[src/core/clid_pkg.sv]
// Constants, field layouts and carrier types of the character display instruction decoder
package clid_pkg;
   localparam int CLK_PERIOD_NS = 25;
   localparam int T_CLEAR_NS = 1530000;
   localparam int T_CMD_NS = 39000;
   localparam int T_DATA_NS = 43000;
   localparam int T_BLINK_MS = 400;
   localparam int CLEAR_CYC_DEF = (T_CLEAR_NS + CLK_PERIOD_NS - 1) / CLK_PERIOD_NS;
   localparam int CMD_CYC = (T_CMD_NS + CLK_PERIOD_NS - 1) / CLK_PERIOD_NS;
   localparam int DATA_CYC = (T_DATA_NS + CLK_PERIOD_NS - 1) / CLK_PERIOD_NS;
   localparam int BLINK_CYC_DEF = (T_BLINK_MS * 1000000) / CLK_PERIOD_NS;
   localparam int BUSY_W = 17;
   localparam int BLINK_W = 25;
   localparam logic [7:0] OFS_CMD = 8'h00;
   localparam logic [7:0] OFS_DATA = 8'h04;
   localparam logic [7:0] OFS_MODE = 8'h08;
   localparam logic [2:0] HSIZE_WORD = 3'h2;
   localparam logic [7:0] SPACE_CODE = 8'h20;
   localparam logic [7:0] CLEAR_CODE = 8'h01;
   localparam logic RST_ENTRY_INC = 1'b1;
   localparam logic RST_SHIFT_EN = 1'b0;
   localparam logic RST_DISP_ON = 1'b0;
   localparam logic RST_CURSOR_ON = 1'b0;
   localparam logic RST_BLINK_ON = 1'b0;
   localparam logic RST_BUS_WIDTH = 1'b1;
   localparam logic RST_TWO_LINE = 1'b0;
   localparam logic RST_FONT_BIG = 1'b0;
   localparam logic RST_CG_SEL = 1'b0;
   // Field positions inside the command byte
   localparam int B_INC = 1;
   localparam int B_AUTO_SHIFT = 0;
   localparam int B_DISP = 2;
   localparam int B_CUR = 1;
   localparam int B_BLINK = 0;
   localparam int B_SHIFT_DISP = 3;
   localparam int B_SHIFT_RIGHT = 2;
   localparam int B_BUS_WIDTH = 4;
   localparam int B_TWO_LINE = 3;
   localparam int B_FONT_BIG = 2;

   typedef struct packed {
      logic entry_inc;
      logic shift_en;
      logic disp_on;
      logic cursor_on;
      logic blink_on;
      logic bus_width;
      logic two_line;
      logic font_big;
      logic cg_sel;
   } clid_mode_type;

   typedef struct packed {
      logic disp_on;
      logic cursor_row8;
      logic cursor_row11;
      logic blink_fill;
      logic [6:0] shift_offset;
      logic [6:0] cursor_addr;
   } clid_panel_type;
endpackage

[src/core/clid_top.sv]
// Instruction decoder of a character display controller behind an AHB-Lite slave
`timescale 1ns/100ps
module clid_top #(
   parameter int ADDR_W = 8,
   parameter int CLEAR_CYC = clid_pkg::CLEAR_CYC_DEF,
   parameter int BLINK_CYC = clid_pkg::BLINK_CYC_DEF,
   parameter int DD_DEPTH = 128,
   parameter int CG_DEPTH = 64
) (
   input wire logic sys_clk,
   input wire logic rst_n,
   input wire logic hsel,
   input wire logic [ADDR_W-1:0] haddr,
   input wire logic [1:0] htrans,
   input wire logic hwrite,
   input wire logic [2:0] hsize,
   input wire logic [31:0] hwdata,
   input wire logic hready,
   output logic [31:0] hrdata,
   output logic hreadyout,
   output logic hresp,
   output clid_pkg::clid_panel_type panel
);
   import clid_pkg::*;

   localparam int DD_AW = $clog2(DD_DEPTH);
   localparam int CG_AW = $clog2(CG_DEPTH);

   // Clear must outlast the one-cell-per-cycle fill of the text RAM
   if (ADDR_W < 8 || DD_DEPTH != 128 || CG_DEPTH != 64 || CLEAR_CYC <= DD_DEPTH
         || CLEAR_CYC >= 2 ** BUSY_W || BLINK_CYC < 2 || BLINK_CYC >= 2 ** BLINK_W) begin : g_bad
      $error("clid_top: parameter values not supported");
   end

   function automatic logic [6:0] clid_step(input logic [6:0] a, input logic up,
                                            input logic cg);
      logic [6:0] n;
      n = up ? 7'(a + 7'h01) : 7'(a - 7'h01);
      // Pattern RAM addresses wrap inside six bits
      return cg ? {1'b0, n[5:0]} : n;
   endfunction

   clid_mode_type mode_r;
   logic [BUSY_W-1:0] busy_cnt_r;
   logic [6:0] addr_counter_r;
   logic [6:0] shift_off_r;
   logic pend_step_r;
   logic pend_shift_r;
   logic pend_rd_r;
   logic refresh_r;
   logic [7:0] latch_r;
   logic fill_act_r;
   logic [DD_AW-1:0] fill_cnt_r;
   logic nib_phase_r;
   logic [3:0] nib_buf_r;
   logic wr_ph_r;
   logic [7:0] wofs_r;
   logic [BLINK_W-1:0] blink_cnt_r;
   logic blink_ph_r;
   logic [7:0] dd_mem [DD_DEPTH];
   logic [7:0] cg_mem [CG_DEPTH];

   logic busy_bit;
   logic busy_end;
   logic acc;
   logic [7:0] ofs;
   logic cmd_wr;
   logic data_wr;
   logic cmd_rd;
   logic data_rd;
   logic wdone;
   logic [7:0] byte_w;
   logic cmd_go;
   logic dwr_go;
   logic drd_go;
   logic is_clear;
   logic is_home;
   logic is_entry;
   logic is_dctl;
   logic is_shift;
   logic is_func;
   logic is_cgset;
   logic is_ddset;
   logic [7:0] rd_raw;
   logic [7:0] rd_byte;

   assign busy_bit = busy_cnt_r != '0;
   assign busy_end = busy_cnt_r == BUSY_W'(1);
   assign ofs = haddr[7:0];
   assign acc = hsel & hready & htrans[1] & (hsize == HSIZE_WORD);
   assign cmd_wr = wr_ph_r & (wofs_r == OFS_CMD);
   assign data_wr = wr_ph_r & (wofs_r == OFS_DATA);
   assign cmd_rd = acc & ~hwrite & (ofs == OFS_CMD);
   assign data_rd = acc & ~hwrite & (ofs == OFS_DATA);
   // Narrow bus: the second access completes the byte, high nibble came first
   assign wdone = mode_r.bus_width | nib_phase_r;
   assign byte_w = mode_r.bus_width ? hwdata[7:0] : {nib_buf_r, hwdata[7:4]};
   // Accesses while busy are dropped; the host is expected to poll first
   assign cmd_go = cmd_wr & wdone & ~busy_bit & (byte_w != 8'h00);
   assign dwr_go = data_wr & wdone & ~busy_bit;
   assign drd_go = data_rd & wdone & ~busy_bit;
   // Decode by the highest set bit, lower bits are don't care
   assign is_clear = byte_w == CLEAR_CODE;
   assign is_home = byte_w[7:1] == 7'h01;
   assign is_entry = byte_w[7:2] == 6'h01;
   assign is_dctl = byte_w[7:3] == 5'h01;
   assign is_shift = byte_w[7:4] == 4'h1;
   assign is_func = byte_w[7:5] == 3'h1;
   assign is_cgset = byte_w[7:6] == 2'h1;
   assign is_ddset = byte_w[7];

   // Bus slave: zero wait states, write data taken in the data phase
   always_ff @(posedge sys_clk) begin
      if (!rst_n) begin
         wr_ph_r <= 1'b0;
         wofs_r <= 8'h00;
      end else begin
         wr_ph_r <= acc & hwrite;
         wofs_r <= ofs;
      end
   end

   always_ff @(posedge sys_clk) begin
      if (!rst_n) begin
         hreadyout <= 1'b0;
         hresp <= 1'b0;
      end else begin
         hreadyout <= 1'b1;
         hresp <= 1'b0;
      end
   end

   // Narrow bus shows the high nibble first, then the low one, both on bits 7..4
   assign rd_raw = (ofs == OFS_CMD) ? {busy_bit, addr_counter_r} : latch_r;
   assign rd_byte = mode_r.bus_width ? rd_raw
                                     : {(nib_phase_r ? rd_raw[3:0] : rd_raw[7:4]), 4'h0};

   // Read data is prepared at the address phase so it stands in the data phase
   always_ff @(posedge sys_clk) begin
      if (!rst_n) begin
         hrdata <= 32'h0000_0000;
      end else if (acc & ~hwrite) begin
         if (ofs == OFS_CMD || ofs == OFS_DATA) begin
            hrdata <= {24'h00_0000, rd_byte};
         end else if (ofs == OFS_MODE) begin
            hrdata <= {16'h0000, shift_off_r, mode_r};
         end else begin
            hrdata <= 32'h0000_0000;
         end
      end
   end

   // Nibble pairing for the narrow bus
   always_ff @(posedge sys_clk) begin
      if (!rst_n) begin
         nib_phase_r <= 1'b0;
         nib_buf_r <= 4'h0;
      end else if (mode_r.bus_width) begin
         nib_phase_r <= 1'b0;
      end else if (cmd_wr | data_wr) begin
         nib_phase_r <= ~nib_phase_r;
         if (!nib_phase_r) begin
            nib_buf_r <= hwdata[7:4];
         end
      end else if (cmd_rd | data_rd) begin
         nib_phase_r <= ~nib_phase_r;
      end
   end

   always_ff @(posedge sys_clk) begin
      if (!rst_n) begin
         busy_cnt_r <= '0;
      end else if (cmd_go) begin
         if (is_clear | is_home) begin
            busy_cnt_r <= BUSY_W'(CLEAR_CYC);
         end else begin
            busy_cnt_r <= BUSY_W'(CMD_CYC);
         end
      end else if (dwr_go | drd_go) begin
         busy_cnt_r <= BUSY_W'(DATA_CYC);
      end else if (busy_bit) begin
         busy_cnt_r <= busy_cnt_r - BUSY_W'(1);
      end
   end

   always_ff @(posedge sys_clk) begin
      if (!rst_n) begin
         mode_r <= '{RST_ENTRY_INC, RST_SHIFT_EN, RST_DISP_ON, RST_CURSOR_ON, RST_BLINK_ON,
                     RST_BUS_WIDTH, RST_TWO_LINE, RST_FONT_BIG, RST_CG_SEL};
      end else if (cmd_go) begin
         if (is_clear) begin
            mode_r.entry_inc <= 1'b1;
            mode_r.cg_sel <= 1'b0;
         end else if (is_home) begin
            mode_r.cg_sel <= 1'b0;
         end else if (is_entry) begin
            mode_r.entry_inc <= byte_w[B_INC];
            mode_r.shift_en <= byte_w[B_AUTO_SHIFT];
         end else if (is_dctl) begin
            mode_r.disp_on <= byte_w[B_DISP];
            mode_r.cursor_on <= byte_w[B_CUR];
            mode_r.blink_on <= byte_w[B_BLINK];
         end else if (is_func) begin
            mode_r.bus_width <= byte_w[B_BUS_WIDTH];
            mode_r.two_line <= byte_w[B_TWO_LINE];
            mode_r.font_big <= byte_w[B_FONT_BIG];
         end else if (is_cgset) begin
            mode_r.cg_sel <= 1'b1;
         end else if (is_ddset) begin
            mode_r.cg_sel <= 1'b0;
         end
      end
   end

   always_ff @(posedge sys_clk) begin
      if (!rst_n) begin
         addr_counter_r <= 7'h00;
      end else if (cmd_go) begin
         if (is_clear | is_home) begin
            addr_counter_r <= 7'h00;
         end else if (is_shift && !byte_w[B_SHIFT_DISP]) begin
            addr_counter_r <= clid_step(addr_counter_r, byte_w[B_SHIFT_RIGHT],
                                        mode_r.cg_sel);
         end else if (is_cgset) begin
            addr_counter_r <= {1'b0, byte_w[5:0]};
         end else if (is_ddset) begin
            addr_counter_r <= byte_w[6:0];
         end
      end else if (pend_step_r && busy_end) begin
         addr_counter_r <= clid_step(addr_counter_r, mode_r.entry_inc, mode_r.cg_sel);
      end
   end

   always_ff @(posedge sys_clk) begin
      if (!rst_n) begin
         shift_off_r <= 7'h00;
      end else if (cmd_go && (is_clear || is_home)) begin
         shift_off_r <= 7'h00;
      end else if (cmd_go && is_shift && byte_w[B_SHIFT_DISP]) begin
         // Left shift advances the window start
         shift_off_r <= byte_w[B_SHIFT_RIGHT] ? 7'(shift_off_r - 7'h01)
                                              : 7'(shift_off_r + 7'h01);
      end else if (pend_shift_r && busy_end) begin
         shift_off_r <= mode_r.entry_inc ? 7'(shift_off_r + 7'h01)
                                         : 7'(shift_off_r - 7'h01);
      end
   end

   always_ff @(posedge sys_clk) begin
      if (!rst_n) begin
         pend_step_r <= 1'b0;
         pend_shift_r <= 1'b0;
         pend_rd_r <= 1'b0;
      end else if (dwr_go | drd_go) begin
         pend_step_r <= 1'b1;
         pend_shift_r <= dwr_go & mode_r.shift_en & ~mode_r.cg_sel;
         pend_rd_r <= drd_go;
      end else if (busy_end) begin
         pend_step_r <= 1'b0;
         pend_shift_r <= 1'b0;
         pend_rd_r <= 1'b0;
      end
   end

   // The read latch is refilled only after an address set, a cursor shift or a read,
   // so the first read after a write returns stale data.
   always_ff @(posedge sys_clk) begin
      if (!rst_n) begin
         refresh_r <= 1'b0;
      end else begin
         refresh_r <= (cmd_go & (is_cgset | is_ddset | (is_shift & ~byte_w[B_SHIFT_DISP])))
                      | (busy_end & pend_rd_r);
      end
   end

   always_ff @(posedge sys_clk) begin
      if (!rst_n) begin
         latch_r <= 8'h00;
      end else if (refresh_r) begin
         latch_r <= mode_r.cg_sel ? cg_mem[addr_counter_r[CG_AW-1:0]]
                                  : dd_mem[addr_counter_r[DD_AW-1:0]];
      end
   end

   // Clear walks all cells at one per cycle, well inside its busy time
   always_ff @(posedge sys_clk) begin
      if (!rst_n) begin
         fill_act_r <= 1'b0;
         fill_cnt_r <= '0;
      end else if (cmd_go && is_clear) begin
         fill_act_r <= 1'b1;
         fill_cnt_r <= '0;
      end else if (fill_act_r) begin
         fill_cnt_r <= DD_AW'(fill_cnt_r + 1'b1);
         fill_act_r <= fill_cnt_r != DD_AW'(DD_DEPTH - 1);
      end
   end

   always_ff @(posedge sys_clk) begin
      if (fill_act_r) begin
         dd_mem[fill_cnt_r] <= SPACE_CODE;
      end else if (dwr_go && !mode_r.cg_sel) begin
         dd_mem[addr_counter_r[DD_AW-1:0]] <= byte_w;
      end
   end

   always_ff @(posedge sys_clk) begin
      if (dwr_go && mode_r.cg_sel) begin
         cg_mem[addr_counter_r[CG_AW-1:0]] <= byte_w;
      end
   end

   always_ff @(posedge sys_clk) begin
      if (!rst_n || !mode_r.blink_on) begin
         blink_cnt_r <= '0;
         blink_ph_r <= 1'b0;
      end else if (blink_cnt_r == BLINK_W'(BLINK_CYC - 1)) begin
         blink_cnt_r <= '0;
         blink_ph_r <= ~blink_ph_r;
      end else begin
         blink_cnt_r <= blink_cnt_r + BLINK_W'(1);
      end
   end

   // Display off blanks cursor and blink too; RAM is never touched here
   always_ff @(posedge sys_clk) begin
      if (!rst_n) begin
         panel <= '0;
      end else begin
         panel.disp_on <= mode_r.disp_on;
         panel.cursor_row8 <= mode_r.disp_on & mode_r.cursor_on & ~mode_r.font_big;
         panel.cursor_row11 <= mode_r.disp_on & mode_r.cursor_on & mode_r.font_big;
         panel.blink_fill <= mode_r.disp_on & mode_r.blink_on & blink_ph_r;
         panel.shift_offset <= shift_off_r;
         panel.cursor_addr <= addr_counter_r;
      end
   end
endmodule // clid_top

[config.mk]
export PLATFORM = sky130hd
export DESIGN_NAME = clid_top
export DESIGN_NICKNAME = d
export VERILOG_FILES = /design/src/core/clid_pkg.sv /design/src/core/clid_top.sv
export SDC_FILE = /design/constraint.sdc
export NUM_CORES = 2
export LEC_CHECK = 0
export ABC_AREA = 1
export BUFFER_PORTS_ARGS = -buffer_cell sky130_fd_sc_hd__buf_2
export CAP_MARGIN = 5
export CELL_PAD_IN_SITES_DETAIL_PLACEMENT = 0
export CELL_PAD_IN_SITES_GLOBAL_PLACEMENT = 1
export CORE_ASPECT_RATIO = 0.75
export CORE_MARGIN = 8
export CORE_UTILIZATION = 50
export CTS_BUF_LIST = sky130_fd_sc_hd__clkbuf_8
export CTS_CLUSTER_SIZE = 25
export DETAILED_ROUTE_END_ITERATION = 12
export PLACE_DENSITY = 0.84
export SKIP_LAST_GASP = 1
export SYNTH_ARGS = -nofsm -noshare
export SYNTH_HDL_FRONTEND = slang
export SYNTH_SLANG_ARGS = --single-unit
export TNS_END_PERCENT = 1
[constraint.sdc]
create_clock -name sys_clk -period 7.2 [get_ports sys_clk]
set_input_delay 1.44 -clock sys_clk [delete_from_list [all_inputs] [get_ports sys_clk]]
set_output_delay 1.44 -clock sys_clk [all_outputs]
set_load 0.005 [all_outputs]
-- Yosys cells after proc, flatten, opt, wreduce, memory -nomap -nowiden
Memories as Yosys holds them, arrays and structs flattened. A register that Yosys moved wholly into a read port is not among the register bits.
Cells that the tools add are included.
- register bits: 151
- memory bits (writable): 1536
- input port bits: 50
- output and inout port bits: 52
- word-level logic and storage cells: 207
- memories kept: 2
- memories (memory ; words ; width ; rd ports ; clocked after memory_dff ; write ports ; line ; RTL):
    dd_mem ; 128 ; 8 ; 1 ; 1 ; 1 ; clid_top.sv:60 ; logic [7:0] dd_mem [DD_DEPTH];
    cg_mem ; 64 ; 8 ; 1 ; 1 ; 1 ; clid_top.sv:61 ; logic [7:0] cg_mem [CG_DEPTH];
- add/sub/neg operators: 7
- equality and inequality tests: 19
- multiplexer cells: 60
- bitwise logic cells: 47
- reductions and logical operators: 39
- operators by type and width (operator ; count):
    $mux 7 ; 18
    $mux 17 ; 3
    $mux 16 ; 3
    $mux 8 ; 6
    $and 1x1->1 ; 26
    $add 25x1->25 const B ; 1
    $eq 25x24->1 const B ; 1
    $mux 1 ; 23
    $add 7x1->7 const B ; 3
    $eq 17x1->1 const B ; 1
    $reduce_bool 17->1 ; 1
    $sub 17x1->17 const B ; 1
    $eq 8x3->1 const B ; 2
    $logic_not 8->1 ; 2
    $sub 7x1->7 const B ; 2
    $not 1->1 ; 13
    $mux 6 ; 2
    $reduce_and 5->1 ; 2
    $reduce_bool 2->1 ; 5
    $logic_and 1x1->1 ; 9
    $ne 3x3->1 const B ; 3
    $eq 8x1->1 const B ; 1
    $eq 8x4->1 const B ; 1
    $mux 4 ; 2
    other kinds (24) ; 41

-- Longest topological paths before layout
- word-level depth: 10
- depth in mapped cells: 16
- gate-level depth less buffers: 14

-- Worst setup path after synthesis
Ideal clock, no wire load.
- path kind: input to register
- start: input hwdata[1]
- end: memory dd_mem[0][1], data pin
- library setup time: 0.796 ns
- arrival: 5.671 ns
- required time: 6.404 ns
- setup slack: 0.733 ns
- cell stages on the path: 4
- path through: or2_2 > o21a_1 > inv_1 > nor2_1
- longest elaborated chain between the ends: 2
- ends and longest elaborated chain (element ; line ; RTL):
    from (decl) ; clid_top.sv:17 ; input wire logic [31:0] hwdata,
    $mux 8 ; clid_top.sv:97 ; assign byte_w = mode_r.bus_width ? hwdata[7:0] : {nib_buf_r, hwdata[7:4]};
    named net byte_w[1] ; clid_top.sv:72 ; logic [7:0] byte_w;
    $mux 8 (no source line) ; n/a ;
    to (decl) ; clid_top.sv:60 ;
The timed path passes the listed nets, and every way through them passes these cells.

-- Worst setup path after layout
- start: register busy_cnt_r[0]
- end: memory dd_mem[14][3], enable pin
- longest elaborated chain between the ends: 9
- ends and longest elaborated chain (element ; line ; RTL):
    from (decl) ; clid_top.sv:44 ; logic [BUSY_W-1:0] busy_cnt_r;
    from (signal assigned) ; clid_top.sv:175 ; busy_cnt_r <= BUSY_W'(CLEAR_CYC);
    from (signal assigned) ; clid_top.sv:177 ; busy_cnt_r <= BUSY_W'(CMD_CYC);
    from (signal assigned) ; clid_top.sv:180 ; busy_cnt_r <= BUSY_W'(DATA_CYC);
    $reduce_bool 17->1 (*) ; clid_top.sv:87 ; assign busy_bit = busy_cnt_r != '0;
    $not 1->1 (*) ; clid_top.sv:100 ; assign dwr_go = data_wr & wdone & ~busy_bit;
    $and 1x1->1 (*) ; clid_top.sv:100 ;
    $logic_and 1x1->1 (*) ; clid_top.sv:302 ; end else if (dwr_go && !mode_r.cg_sel) begin
    $mux 1 (*) ; clid_top.sv:302 ;
    $mux 1 (*) ; clid_top.sv:300 ; if (fill_act_r) begin
    $mux 1 (implied by the code) (*) ; clid_top.sv:303 ; dd_mem[addr_counter_r[DD_AW-1:0]] <= byte_w;
    $reduce_or 8->1 (no source line) ; n/a ;
    $mux 7 (no source line) or $mux 1 (tied branches) ; n/a ;
Mark *: on every way between the ends. The rest lies on a longest branch, timed or not.

==> impl_metrics.toml <==
[sta]
rsz0062_at_grt = "false"
setup_viol = 0
finalClockSkew_ns = 0.05920
fin_crit_sh_pct = 63.57
slew_violations = 0
final.setup.tns_ns = 0
slew_headroom_pct = 26.07
hold_viol = 0
finalCriticalPeriod_ns = 4.577
clock.fmax_mhz = 218.5
tightest_slew_ns = 1.109

[finish]
multi_input_area_um2 = 18470
nets = 6441
fillers = 11600
seq_area_um2 = 48980
area_growth_pct = 9.157
post-route-util_pct = 54.98
final_layout_size_suffix_gt1_share_pct = 7.786

[yosys]
synth.area.top_cells = "edfxtp_1 66%, nand2_1 11%, nand3_1 10%, dfxtp_1 4.1%, nor2_1 1.9%"
yosysMostFrequentCell = "nand2_1"
synth-async-reset-ratio_pct = 0
synth_seq_cells = 1678
ys.flop_type = "edfxtp_1"
synth_edf_count = 1536
yosysTopAreaCell = "edfxtp_1"
synth_warnings = 0
yosys.area.top_type_share_pct = 66.33
synthDistinctLibCells = 45
synth_common_cells = "2,014 x nand2_1, 1,536 x edfxtp_1, 1,396 x nand3_1"
synth_cells = 6400
ys_seq_area_share_pct = 70.42
syn_area_per_cell_um2 = 10.86
syn-cell-area_um2 = 69530

[global_route]
antenna_found_initial = 3
grt_pass1_wl_um = 266300
grt_use_total_pct = 22.52
grt_start_max_net_pins = 202
grt-ovfl-total = 0
grt_pass1_vias = 44510

[routing]
final_antenna_net_count = 0
vias = 47420
drt-total-wl_um = 175500
drt-pass1-iter-count = 8
route.detailed.drc = 0
top_layer_used = "met5"
wl_met3_um = 16880
drt-initial-drc-count = 5480
viasPerCell = 5.619
wl_met1_um = 76520
wl_met2_um = 77710
routedWlPerCell_um = 20.80

[clocking]
postCtsSetupBuffers = 0
clockRootBuffer = "clkbuf_8"
cts_num_sinks = 1678
path_clk_slew_ns = 0.07
clock_latency_ns = 0.99
cts_hold_buffers = 0
ctsLongestPathBuffers = 3
numCtsBuffers = 238
cts_resized = 0
tritoncts = "done"
h-tree-depth = 4

[floorplan]
die_w_um = 446.6
die_area_um2 = 151400
coreArea_um2 = 138000
rows = 118
initial_utilization_pct = 50.37
die_h_um = 339.0
ioPinCount = 102

[power_and_ir_drop]
vdd_drop_max_v = 0.0002081
swShare_pct = 22.39
p_clk_share_pct = 39.4
p_comb_share_pct = 2.9
power_density_nw_per_um2 = 242.2
p_int_mw = 14.27
pwr-share-seq_pct = 57.7
p_sw_mw = 4.116
p_leak_nw = 27.46

[worst_setup_path]
cp.arrival_ns = 5.15
endpoint_kind = "register"
reg2regPathDepth = 10
critPathKind = "reg2reg"
critPathLaunchType = "register"
required_ns = 7.77
critPathMaxFanout = 14

[place]
dp_hpwl_um = 99830
gp_congestion = 0.8606
port_buffers = 59

[outcome]
outcome = "finished, final reports clean"

[worst_hold_path]
hold_class = "reg2reg"
holdPathStages = 1

[job]
cap_violations = 0
==> cell usage in the layout (no fill, tap or decap), types with 18 or more instances in the layout <==
master / netlist / routed
a21oi_1: 72 / 72
buf_2: 13 / 59
buf_4: 17 / 50
clkbuf_8: 0 / 246
clkinv_1: 4 / 61
clkinv_2: 0 / 40
dfxtp_1: 142 / 137
edfxtp_1: 1536 / 1536
inv_1: 166 / 226
nand2_1: 2014 / 2009
nand3_1: 1396 / 1396
nand4_1: 18 / 18
nor2_1: 358 / 351
nor3_1: 33 / 32
o21ai_0: 115 / 114
xor2_1: 33 / 33
==> through the flow <==
stage          std cells  hold slack (ns)  instance area [um^2]  power [mW]  setup WS [ns]
2_1_floorplan       6416           0.4071                 69590       11.21         0.7327
3_3_place_gp        8002           0.4308                 71340       11.33          2.463
3_5_place_dp        8002           0.4397                 71340       11.34          2.454
4_1_cts             8436           0.4514                 75890       18.48          2.668
5_1_grt             8439           0.4766                 75900       18.95          2.448
6_report            8439           0.4445                 75900       18.38          2.623
==> power groups by stage <==
stage	clock (mW)	combinational [mW]	sequential (mW)
4_1_cts	7.35	0.529	10.6
3_5_place_dp	0	0.527	10.8
6_report	7.25	0.533	10.6
3_3_place_gp	0	0.517	10.8
5_1_grt	7.74	0.608	10.6
2_1_floorplan	0	0.405	10.8
==> registers in the layout (all words and copies together) (netlist names), 4 cells and up, named ones only <==
register / flops
busy_cnt_r: 17
shift_off_r: 7
nib_buf_r: 4
dd_mem: 1024
blink_cnt_r: 25
hrdata: 16
wofs_r: 8
latch_r: 8
addr_counter_r: 7
fill_cnt_r: 7
mode_r: 9
cg_mem: 512
panel: 18
==> area by class of cell <==
| class | instances | share of cell area (%) |
|---|---|---|
| clock buffer | 246 | 4.461 |
| inverter | 180 | 0.9182 |
| multi-input combinational | 4165 | 24.33 |
| sequential | 1678 | 64.54 |
| timing repair buffer | 119 | 1.147 |
| clock inverter | 188 | 1.533 |
| tap | 1860 | 3.066 |
| antenna | 3 | 0.009891 |
==> final timing paths <==
path / slack [ns] / startpoint / to
worst max-delay path: 2.62 / busy_cnt_r[0] / dd_mem[14][3]
worst min-delay path: 0.44 / blink_cnt_r[0] / blink_cnt_r[0]
worst max register to register: 2.62 / busy_cnt_r[0] / dd_mem[14][3]
worst min register to register: 0.44 / blink_cnt_r[0] / blink_cnt_r[0]
==> kinds of logic (layout without fill, tap and decap cells) <==
group / after synthesis / after routing / synth area share [%]
AND/OR/NAND/NOR: 3870 / 3870 / 23.85
flip-flops: 1678 / 1678 / 70.42
buffers and inverters: 573 / 733 / 3.219
AO/OA/AOI/OAI: 231 / 231 / 1.862
XOR/XNOR: 38 / 38 / 0.4787
adder cells (fa/ha/maj): 9 / 9 / 0.1620
other: 1 / 20 / 0.005393
==> critical path, cell delays in order (launching register included) <==
cell     delay, ns
dfxtp_1       0.31
inv_1         0.13
ha_1          0.22
inv_1         0.07
nor3_1        0.23
nand3_2       0.16
nor2_4        0.22
nand3_4       0.25
o21ai_2       0.63
nand4_2       0.93
nor2_1        1.02
==> layer usage <==
metal	up-vias	GRT usage (%)
met4	2	6.431
met1	22790	33.56
met3	309	4.647
met2	2149	33.51
met5	-	0
li1	22180	-
Note: power is estimated with default switching activity, not from simulation.
